[src/rtl/lvic_pkg.sv]
// package with offsets, field positions, vectors and types of the controller
package lvic_pkg;

    // ========================================================
    // register byte offsets on the AHB-Lite bus
    localparam logic [7:0] OFF_MODE  = 8'h00; // system mode register
    localparam logic [7:0] OFF_MASK  = 8'h04; // level mask register
    localparam logic [7:0] OFF_PRIO  = 8'h08; // level priority register
    localparam logic [7:0] OFF_REQ   = 8'h0C; // level request register (ro)
    localparam logic [7:0] OFF_SRCEN = 8'h10; // per-source enables
    localparam logic [7:0] OFF_PEND  = 8'h14; // source pending, w1 clears
    localparam logic [7:0] OFF_CMD   = 8'h18; // instruction strobes (wo)
    localparam logic [7:0] OFF_VEC   = 8'h1C; // granted vector (ro)

    // ========================================================
    // field positions
    localparam int MODE_GIE    = 0;  // global interrupt enable
    localparam int MODE_FIE    = 1;  // fast interrupt enable
    localparam int MODE_FLV_LO = 2;  // fast level field low bit
    localparam int CMD_ON      = 0;  // enable instruction strobe
    localparam int CMD_OFF     = 1;  // disable instruction strobe
    localparam int PRIO_AB     = 7;  // group order bit a
    localparam int PRIO_SUBC   = 6;  // subgroup c bit
    localparam int PRIO_GRPC   = 5;  // group c bit
    localparam int PRIO_BC     = 4;  // group order bit b
    localparam int PRIO_GRPB   = 3;  // group b bit
    localparam int PRIO_SUBB   = 2;  // subgroup b bit
    localparam int PRIO_CA     = 1;  // group order bit c
    localparam int PRIO_GRPA   = 0;  // group a bit

    // ========================================================
    // sizes, reset values, vectors
    localparam int NUM_LEVELS  = 8;   // request levels 0 to 7
    localparam int NUM_SRC     = 23;  // maskable sources
    localparam logic [15:0] RESET_VECTOR = 16'h0100; // start address
    localparam logic [8:0]  VEC_AREA     = 9'h100;   // vectors below this
    localparam logic [4:0]  MODE_RESET   = 5'h00;    // flv field unspec
    localparam logic [7:0]  MASK_RESET   = 8'h00;    // undefined; zero
    localparam logic [7:0]  PRIO_RESET   = 8'h00;    // undefined; zero

    // source table ordered so index within a level rises with vector
    localparam logic [7:0] SRC_VEC [NUM_SRC] = '{
        8'hE0, 8'hE2,                 // level 0
        8'hE4, 8'hE6,                 // level 1
        8'hE8, 8'hEA, 8'hEC,          // level 2
        8'hD0, 8'hD2, 8'hD4,          // level 3
        8'hD6,                        // level 4
        8'hD8, 8'hDA, 8'hDC, 8'hDE,   // level 5
        8'hC0, 8'hC2, 8'hC4, 8'hC6,   // level 6
        8'hC8, 8'hCA, 8'hCC, 8'hCE    // level 7
    };
    localparam logic [2:0] SRC_LVL [NUM_SRC] = '{
        3'h0, 3'h0, 3'h1, 3'h1, 3'h2, 3'h2, 3'h2, 3'h3, 3'h3, 3'h3,
        3'h4, 3'h5, 3'h5, 3'h5, 3'h5, 3'h6, 3'h6, 3'h6, 3'h6,
        3'h7, 3'h7, 3'h7, 3'h7
    };

    // grant presented to the core
    typedef struct packed {
        logic        valid; // a request is presented
        logic [2:0]  level; // winning level
        logic [4:0]  src;   // winning source index
        logic [7:0]  vec;   // vector byte address
    } lvic_grant_t;

endpackage

[src/rtl/lvic_ctrl.sv]
// level interrupt vector controller with AHB-Lite register slave
//
// Our own choices: the AHB-Lite register port and the placing of the registers.
`timescale 1ns/1ps
module lvic_ctrl (
    input  wire logic        clk,         // core clock
    input  wire logic        sys_rst,     // synchronous reset
    // ahb-lite slave
    input  wire logic        hsel,        // slave select
    input  wire logic [7:0]  haddr,       // byte address
    input  wire logic [1:0]  htrans,      // transfer type
    input  wire logic        hwrite,      // write
    input  wire logic [2:0]  hsize,       // size
    input  wire logic [31:0] hwdata,      // write data
    input  wire logic        hready,      // bus ready
    output logic [31:0]      hrdata,      // read data
    output logic             hreadyout,   // slave ready
    output logic             hresp,       // always okay
    // sources and core
    input  wire logic [22:0] srcEvent,    // one-cycle source events
    input  wire logic [22:0] srcHwClear,  // hardware clears on service
    input  wire logic        timerOvf,    // basic timer overflow pulse
    input  wire logic        coreAck,     // core takes the grant
    output logic             intReq,      // request to the core
    output logic [7:0]       intVector,   // vector byte address
    output logic [2:0]       intLevel,    // winning level
    output logic             resetVecReq, // reset-class restart
    output logic [15:0]      resetVector  // restart address
);

    // ========================================================
    // register state
    logic [4:0]  mode,    next_mode;    // system mode register
    logic [7:0]  mask,    next_mask;    // level mask register
    logic [7:0]  prio,    next_prio;    // level priority register
    logic [22:0] srcEn,   next_srcEn;   // per-source enables
    logic [22:0] pend,    next_pend;    // latched source requests
    logic        ovfFlag, next_ovfFlag; // timer overflow flag
    lvic_pkg::lvic_grant_t grant, next_grant; // registered grant
    logic [31:0] rdata,   next_rdata;   // read data register

    // ========================================================
    // bus address phase capture
    logic        dpWrite, next_dpWrite; // data phase is a write
    logic        dpRead,  next_dpRead;  // data phase is a read
    logic [7:0]  dpAddr,  next_dpAddr;  // captured address
    logic        addrOk;                // valid address phase

    // zero wait states; reads are captured in the address phase, so
    // hrdata stands for the whole data phase
    assign addrOk    = hsel && hready && htrans[1];
    assign hreadyout = 1'b1;
    assign hresp     = 1'b0;
    assign hrdata    = rdata;

    // ========================================================
    // arbitration signals
    logic [7:0]  levelReq;   // per-level pending (any source)
    logic [7:0]  levelLive;  // unmasked, enabled levels
    logic [22:0] srcLive;    // pending and enabled sources
    logic        anyLvl;     // some level eligible
    logic [2:0]  winLvl;     // winning level
    logic [4:0]  winSrc;     // winning source index
    logic        winFound;   // a source within level found

    // per-level flags from latched sources
    always_comb begin
        levelReq  = 8'h00;
        levelLive = 8'h00;
        for (int s = 0; s < lvic_pkg::NUM_SRC; s++) begin
            srcLive[s] = pend[s] && srcEn[s];
            if (pend[s]) levelReq[lvic_pkg::SRC_LVL[s]] = 1'b1;
            if (srcLive[s]) levelLive[lvic_pkg::SRC_LVL[s]] = 1'b1;
        end
        levelLive = levelLive & mask;
    end

    // level priority resolution
    lvic_level_rank lvic_level_rank_i (
        .prio   (prio),
        .active (levelLive),
        .any    (anyLvl),
        .level  (winLvl)
    );

    // source choice inside the winning level
    always_comb begin
        winSrc   = 5'h00;
        winFound = 1'b0;
        for (int s = lvic_pkg::NUM_SRC - 1; s >= 0; s--) begin
            if (srcLive[s] && lvic_pkg::SRC_LVL[s] == winLvl) begin
                winSrc   = 5'(s);
                winFound = 1'b1;
            end
        end
    end

    // ========================================================
    // next-state logic for registers, pending and grant
    always_comb begin
        next_mode    = mode;
        next_mask    = mask;
        next_prio    = prio;
        next_srcEn   = srcEn;
        next_pend    = pend;
        next_ovfFlag = 1'b0;
        next_grant   = grant;
        next_rdata   = rdata;
        next_dpWrite = addrOk && hwrite;
        next_dpRead  = addrOk && !hwrite;
        next_dpAddr  = addrOk ? haddr : dpAddr;
        // read data for the data phase
        if (addrOk && !hwrite) begin
            case (haddr)
                lvic_pkg::OFF_MODE:  next_rdata = {27'h0, mode};
                lvic_pkg::OFF_MASK:  next_rdata = {24'h0, mask};
                lvic_pkg::OFF_PRIO:  next_rdata = {24'h0, prio};
                lvic_pkg::OFF_REQ:   next_rdata = {24'h0, levelReq};
                lvic_pkg::OFF_SRCEN: next_rdata = {9'h0, srcEn};
                lvic_pkg::OFF_PEND:  next_rdata = {9'h0, pend};
                lvic_pkg::OFF_VEC:   next_rdata = {15'h0, grant};
                // unmapped offsets read as zero
                default:             next_rdata = 32'h0000_0000;
            endcase
        end
        // register writes in the data phase
        if (dpWrite) begin
            case (dpAddr)
                lvic_pkg::OFF_MODE:  next_mode  = hwdata[4:0];
                lvic_pkg::OFF_MASK:  next_mask  = hwdata[7:0];
                lvic_pkg::OFF_PRIO:  next_prio  = hwdata[7:0];
                lvic_pkg::OFF_SRCEN: next_srcEn = hwdata[22:0];
                lvic_pkg::OFF_PEND:  next_pend  = pend & ~hwdata[22:0];
                lvic_pkg::OFF_CMD: begin
                    if (hwdata[lvic_pkg::CMD_ON])
                        next_mode[lvic_pkg::MODE_GIE] = 1'b1;
                    else if (hwdata[lvic_pkg::CMD_OFF])
                        next_mode[lvic_pkg::MODE_GIE] = 1'b0;
                end
                // read-only and unmapped offsets ignore writes
                default: ;
            endcase
        end
        // hardware clear on service
        next_pend = next_pend & ~srcHwClear;
        // new events latch; set beats clear
        next_pend = next_pend | srcEvent;
        next_grant.valid = mode[lvic_pkg::MODE_GIE] && anyLvl && winFound;
        next_grant.level = winLvl;
        next_grant.src   = winSrc;
        // vector from fixed table, below 256
        next_grant.vec   = lvic_pkg::SRC_VEC[winSrc];
        // the acknowledge wins over a same-cycle enable strobe
        // grant disables further interrupts
        if (coreAck && grant.valid) begin
            next_mode[lvic_pkg::MODE_GIE] = 1'b0;
            next_grant.valid              = 1'b0;
        end
        // timer overflow is a reset-class event
        if (timerOvf) next_ovfFlag = 1'b1;
    end

    // registers
    always_ff @(posedge clk) begin
        if (sys_rst) begin
            // mode bits 0 and 1 cleared
            mode    <= lvic_pkg::MODE_RESET;
            mask    <= lvic_pkg::MASK_RESET;
            prio    <= lvic_pkg::PRIO_RESET;
            srcEn   <= 23'h000000;
            pend    <= 23'h000000;
            ovfFlag <= 1'b0;
            grant   <= '0;
            rdata   <= 32'h0000_0000;
            dpWrite <= 1'b0;
            dpRead  <= 1'b0;
            dpAddr  <= 8'h00;
        end else begin
            mode    <= next_mode;
            mask    <= next_mask;
            prio    <= next_prio;
            srcEn   <= next_srcEn;
            pend    <= next_pend;
            ovfFlag <= next_ovfFlag;
            grant   <= next_grant;
            rdata   <= next_rdata;
            dpWrite <= next_dpWrite;
            dpRead  <= next_dpRead;
            dpAddr  <= next_dpAddr;
        end
    end

    // ========================================================
    // outputs to the core
    assign intReq      = grant.valid;
    assign intVector   = grant.vec;
    assign intLevel    = grant.level;
    assign resetVecReq = ovfFlag;
    assign resetVector = lvic_pkg::RESET_VECTOR;

    // ========================================================
    // assertions
    // a vector byte never leaves the low area
    a_vec_area: assert property (@(posedge clk) disable iff (sys_rst)
        intReq |-> {1'b0, intVector} < lvic_pkg::VEC_AREA)
        else $error("vector outside low area");
    // one restart pulse per overflow, never stretched
    a_ovf_restart: assert property (@(posedge clk) disable iff (sys_rst)
        timerOvf |=> resetVecReq ##1 (!resetVecReq || $past(timerOvf)))
        else $error("overflow restart wrong");
    // level 3 picks its live source with the lowest vector
    a_in_level: assert property (@(posedge clk) disable iff (sys_rst)
        $rose(intReq) |-> intVector == lvic_pkg::SRC_VEC[intLevel == 3'h3
            ? ($past(srcLive[7]) ? 7 : $past(srcLive[8]) ? 8 : 9)
            : $past(winSrc)])
        else $error("in-level order wrong");
    // nothing is presented unless the global enable was on when it was chosen
    a_gie_gate: assert property (@(posedge clk) disable iff (sys_rst)
        intReq |-> $past(mode[lvic_pkg::MODE_GIE]))
        else $error("request while disabled");
    // the presented level was unmasked when it was chosen
    a_mask_gate: assert property (@(posedge clk) disable iff (sys_rst)
        intReq |-> $past(mask[winLvl]) && $past(levelLive[winLvl]))
        else $error("masked level presented");
    // the acknowledge drops the grant and the global enable
    a_ack_disable: assert property (@(posedge clk) disable iff (sys_rst)
        coreAck && intReq |=> !mode[lvic_pkg::MODE_GIE] && !intReq)
        else $error("grant did not disable");
    // an event of source 0 is never lost
    a_pend_hold: assert property (@(posedge clk) disable iff (sys_rst)
        srcEvent[0] |=> pend[0])
        else $error("source request lost");
    // the watch timer source shows as its level flag
    a_req_flag: assert property (@(posedge clk) disable iff (sys_rst)
        pend[10] |-> levelReq[4])
        else $error("level flag missing");
    // the enable strobe sets bit 0 unless a grant is taken
    a_on_cmd: assert property (@(posedge clk) disable iff (sys_rst)
        dpWrite && dpAddr == lvic_pkg::OFF_CMD && hwdata[lvic_pkg::CMD_ON]
        && !coreAck |=> mode[lvic_pkg::MODE_GIE])
        else $error("enable strobe ignored");
    // reset clears both enables and every level flag
    a_rst_clear: assert property (@(posedge clk)
        sys_rst |=> mode[1:0] == 2'h0 && levelReq == 8'h00)
        else $error("reset values wrong");
    // a request poll returns the flags of the address cycle
    a_req_poll: assert property (@(posedge clk) disable iff (sys_rst)
        dpRead && dpAddr == lvic_pkg::OFF_REQ
        |-> hrdata == {24'h0, $past(levelReq)})
        else $error("request poll wrong");
    // a presented source was enabled and pending when chosen
    a_src_gate: assert property (@(posedge clk) disable iff (sys_rst)
        intReq |-> $past(srcEn[winSrc]) && $past(pend[winSrc]))
        else $error("disabled source presented");
    // pin sources of level 5 use only their fixed vectors
    a_lvl5_vec: assert property (@(posedge clk) disable iff (sys_rst)
        intReq && intLevel == 3'h5
        |-> intVector inside {8'hD8, 8'hDA, 8'hDC, 8'hDE})
        else $error("level 5 vector wrong");
    // serial sources of level 3 use only their fixed vectors
    a_lvl3_vec: assert property (@(posedge clk) disable iff (sys_rst)
        intReq && intLevel == 3'h3
        |-> intVector inside {8'hD0, 8'hD2, 8'hD4})
        else $error("level 3 vector wrong");

    c_grant:   cover property (@(posedge clk) $rose(intReq));
    c_ack:     cover property (@(posedge clk) coreAck && intReq);
    c_restart: cover property (@(posedge clk) resetVecReq);
    c_lvl5:    cover property (@(posedge clk) intReq && intLevel == 3'h5);
    c_prio:    cover property (@(posedge clk) intReq && prio != 8'h00);

endmodule

[src/rtl/lvic_level_rank.sv]
// picks the winning level from the priority register
`timescale 1ns/1ps
module lvic_level_rank (
    input  wire logic [7:0] prio,   // level priority register
    input  wire logic [7:0] active, // levels with a live request
    output logic            any,    // some level active
    output logic [2:0]      level   // winning level
);

    // ========================================================
    // ordered list of levels, best first
    logic [2:0] order [8];
    logic [2:0] grpA [2];
    logic [2:0] grpB [3];
    logic [2:0] grpC [3];
    logic [2:0] gsel;

    // builds the group contents and order, then scans it
    always_comb begin
        // group a: bit 0 swaps levels 0 and 1
        grpA[0] = prio[lvic_pkg::PRIO_GRPA] ? 3'h1 : 3'h0;
        grpA[1] = prio[lvic_pkg::PRIO_GRPA] ? 3'h0 : 3'h1;
        // group b: level 2 vs subgroup 3/4
        if (prio[lvic_pkg::PRIO_GRPB]) begin
            grpB[0] = prio[lvic_pkg::PRIO_SUBB] ? 3'h4 : 3'h3;
            grpB[1] = prio[lvic_pkg::PRIO_SUBB] ? 3'h3 : 3'h4;
            grpB[2] = 3'h2;
        end else begin
            grpB[0] = 3'h2;
            grpB[1] = prio[lvic_pkg::PRIO_SUBB] ? 3'h4 : 3'h3;
            grpB[2] = prio[lvic_pkg::PRIO_SUBB] ? 3'h3 : 3'h4;
        end
        // group c: level 5 vs subgroup 6/7
        if (prio[lvic_pkg::PRIO_GRPC]) begin
            grpC[0] = prio[lvic_pkg::PRIO_SUBC] ? 3'h7 : 3'h6;
            grpC[1] = prio[lvic_pkg::PRIO_SUBC] ? 3'h6 : 3'h7;
            grpC[2] = 3'h5;
        end else begin
            grpC[0] = 3'h5;
            grpC[1] = prio[lvic_pkg::PRIO_SUBC] ? 3'h7 : 3'h6;
            grpC[2] = prio[lvic_pkg::PRIO_SUBC] ? 3'h6 : 3'h7;
        end
        gsel = {prio[lvic_pkg::PRIO_AB], prio[lvic_pkg::PRIO_BC],
                prio[lvic_pkg::PRIO_CA]};
        // group order; 001 gives B>C>A, 101 gives C>B>A
        case (gsel)
            3'h1: order = '{grpB[0], grpB[1], grpB[2], grpC[0],
                            grpC[1], grpC[2], grpA[0], grpA[1]};
            3'h2: order = '{grpA[0], grpA[1], grpB[0], grpB[1],
                            grpB[2], grpC[0], grpC[1], grpC[2]};
            3'h3: order = '{grpB[0], grpB[1], grpB[2], grpA[0],
                            grpA[1], grpC[0], grpC[1], grpC[2]};
            3'h4: order = '{grpC[0], grpC[1], grpC[2], grpA[0],
                            grpA[1], grpB[0], grpB[1], grpB[2]};
            3'h5: order = '{grpC[0], grpC[1], grpC[2], grpB[0],
                            grpB[1], grpB[2], grpA[0], grpA[1]};
            3'h6: order = '{grpA[0], grpA[1], grpC[0], grpC[1],
                            grpC[2], grpB[0], grpB[1], grpB[2]};
            default: order = '{grpA[0], grpA[1], grpB[0], grpB[1],
                            grpB[2], grpC[0], grpC[1], grpC[2]};
        endcase
        // scan from worst to best so the best active wins
        any   = 1'b0;
        level = 3'h0;
        for (int i = 7; i >= 0; i--) begin
            if (active[order[i]]) begin
                any   = 1'b1;
                level = order[i];
            end
        end
    end

endmodule

[config.mk]
export PLATFORM = sky130hd
export DESIGN_NAME = lvic_ctrl
export DESIGN_NICKNAME = d
export VERILOG_FILES = /design/src/rtl/lvic_pkg.sv /design/src/rtl/lvic_ctrl.sv /design/src/rtl/lvic_level_rank.sv
export SDC_FILE = /design/constraint.sdc
export NUM_CORES = 1
export LEC_CHECK = 0
export BUFFER_PORTS_ARGS = -buffer_cell sky130_fd_sc_hd__buf_2
export CORE_ASPECT_RATIO = 1.25
export CORE_MARGIN = 8
export CORE_UTILIZATION = 45
export DETAILED_ROUTE_END_ITERATION = 12
export GPL_TIMING_DRIVEN = 1
export PLACE_DENSITY = 0.67
export SYNTH_ARGS = -nofsm -noshare
export SYNTH_HDL_FRONTEND = slang
export SYNTH_SLANG_ARGS = --single-unit
[constraint.sdc]
create_clock -name clk -period 6.65 [get_ports clk]
set_clock_uncertainty 0.05 [all_clocks]
set_input_delay 0.665 -clock clk [delete_from_list [all_inputs] [get_ports clk]]
set_output_delay 0.665 -clock clk [all_outputs]
set_load 0.05 [all_outputs]
==> summary.txt <==
Run status
  – Run status: finished clean

Critical path
  – WS Path Type: flip-flop to flip-flop
  – Worst-path fanout max: 32
  – Critical Path Source Type: flip-flop
  – Critical Path RT: 6890 ps
  – Crit path DAT: 6050 ps
  – Element type at the critical path end: flip-flop

Cells and area
  – Synth-to-Final Area Change: 13.61%
  – Final nets: 1228
  – Non-filler instance count after layout: 1357
  – Fraction of layout cells with a size suffix above 1: 0.1811

GRT
  – Initial antenna violation count: 1
  – Global route overflow: 0
  – First-pass GRT wire length: 42.12 mm
  – Number of global-route vias before repair: ~7900
  – Pin count of the biggest net entering global routing: 79
  – Gr usage total: 0.2384

Synth
  – Syn Area/Cell: 7.735 um^2
  – Yosys top cell by area: dfxtp_1
  – Top-area cell type share of the netlist area: 0.2865
  – Ys async rst share: 0
  – Yosys warning total: 0
  – Number of distinct library cells after synthesis: 89
  – Top_reg_cell synth: dfxtp_1
  – Post-synth EDFFs: 0
  – Synth top area cells: dfxtp_1 29%, mux2i_1 9.3%, nand2_1 7.3%
  – Top-count cell post-synth: nand2_1
  – Synth cell count leaders: 157 x nand2_1, 115 x dfxtp_1, 115 x nor2_1
  – Flops & latches, synth: 115
  – Sequential area share after synthesis: 0.2865
  – Mapped cell area: 0.008036 mm^2
  – Mapped Cells: approximately 1000

Die
  – Die extent in x: 135.5 um
  – Initial core utilization: 0.4592
  – IO Pins: 161
  – FP Rows: 54
  – CORE AREA: 0.01750 mm^2
  – Area of the die: around 0.022 mm^2
  – Die Y: 165.4 um

Clocking
  – H-Tree Depth: 4
  – Later-pin clock latency in the skew report: roughly 420 ps
  – CTS root buf: clkbuf_16
  – # hold bufs at CTS: 0
  – Clock transition at path regs: 60 ps
  – Clock Path Buffers: 2
  – CTS tree: built
  – CTS sink count: about 120
  – Gates resized, CTS repair: 0
  – Setup repair bufs after CTS: 0
  – CTS Buf Count: 17

Min path
  – Worst Hold Class: input pin to flip-flop

Detailed routing
  – Drt first pass iters: 6
  – Final ANT Viol Nets: 0
  – Post-detailed-route wirelength per cell: ~20 um
  – Via count: ~8200
  – Wirelength, routed: 26.78 mm
  – Vias per cell: slightly above 6
  – Iter 0 DRT Violations: 845
  – DRC: 0

STA
  – Max Freq: about 170 MHz
  – Relative slew slack: 0.2307
  – RSZ-0062 raised after global routing: no
  – Hold_ws: 402.9 ps
  – Slew at the pin closest to its max-slew limit: approximately 1100 ps
  – Fin. max-slew vios: 0
  – Final setup TNS: 0 ps
  – # setup viols final: 0
  – Min Tclk post-route: 5809 ps
  – Final WS setup: about 840 ps
  – Endpoints failing hold: 0
  – Final worst path period share: 0.8735

Pwr
  – Switching share of power: 0.2675
  – Internal power: between 1 and 1.5 mW
  – Comb pwr share: 0.077
  – Pwr dens: 195.1 mW/mm^2
  – Max IR drop VDD: 0.1781 mV
  – Sequential share of power: 0.404
  – Overall power: ~1.8 mW
  – Clock share of power: 0.518
  – P_leak: 3.752 nW
  – Switching pwr: 0.4765 mW

Job
  – # Max-Cap Violations: 0

Place
  – Port Buf Inserts: 119
  – Placed cell count: 1324
  – DP HPWL: roughly 20 mm
  – Routability congestion estimate: between 0.9 and 1
  – Pre-CTS WS: 1060 ps
## critical path, stage by stage (launching register included)
cell	delay, ps
dfxtp_1	1020
nor2b_1	350
a22o_1	340
o221ai_2	390
mux2i_1	190
a22oi_2	300
nand4_1	250
o311ai_4	530
a221oi_1	190
o21ai_2	300
o211ai_1	140
a22o_1	220
a31oi_1	440
inv_1	150
ha_1	230
inv_1	90
a211o_1	130
a221oi_1	70
a221o_1	300
## final timing paths
kind | from | endpoint | slack [ps] | depth (start not counted)
setup / recovery | prio[4] | intVector[1] | 840 | 18
hold / removal | srcEvent[12] | pend[12] | 400 | 3
setup reg to reg | prio[4] | intVector[1] | 840 | 18
hold reg to reg | dpAddr[7] | dpAddr[7] | 410 | 2
## metal layers
layer  wire, um  vias up  track usage
met5          0        -            0
met3       1780       93      0.04691
met1      10670     3840       0.2745
li1           -     3870            -
met4       1444        0       0.1391
met2      12890      390       0.4041
## metrics by stage
stage                     instance area (um^2)    util
after floorplan                           8134       -
after global placement                    8531  0.4875
after detailed placement                  8531  0.4875
after CTS                                 9128  0.5216
after global routing                      9130  0.5217
final                                     9130  0.5217
## sequential cells by signal, summed over array words and instances (netlist names)
signal and count:
dpAddr 8, dpWrite 1, grant 5, hrdata 23, intLevel 3, intReq 1
intVector 6, mask 8, mode 5, pend 23, prio 8, resetVecReq 1
srcEn 23
## kinds of logic after synthesis
group | share of synthesized area
AO/OA/AOI/OAI | 0.2577
buffers and inverters | 0.08874
AND/OR/NAND/NOR | 0.2272
adder cells (fa/ha/maj) | 0.01713
multiplexers | 0.1219
flip-flops | 0.2865
other | 0.0009345
## power by group through the flow
stage	combinational [mW]	sequential (mW)	clock [mW]
2_1_floorplan	0.104	0.729	0
3_3_place_gp	0.136	0.734	0
3_5_place_dp	0.136	0.734	0
4_1_cts	0.137	0.719	0.935
5_1_grt	0.149	0.722	0.970
6_report	0.138	0.720	0.923
## cell usage in the layout, fill, tap and decap left out, drive strengths merged, types with 5 or more instances in the layout
cell	n
o22ai	7
o211ai	17
or2	5
and3	8
a31oi	31
nor2	115
buf	129
nand2b	11
dfxtp	115
o21a	7
nand2	158
nor4	6
nand4	9
o21ai	42
and2	11
inv	47
a221o	5
nor2b	16
mux2	18
clkbuf	17
a221oi	7
conb	28
mux2i	75
a211oi	11
nand3	20
a21oi	64
a211o	7
ha	11
a22oi	29
nor3b	8
o221ai	5
nor3	18
## final cells by class
type	count	area, um^2
fillers	1714	8369
diodes	1	2.502
flip-flops and latches	115	2302
clock buffers	17	425.4
inverters	40	150.1
well taps	224	280.3
clock inverters	15	171.4
multi-input cells	816	5125
repair buffers	129	673.1
Power figures use the tool's default switching activity.
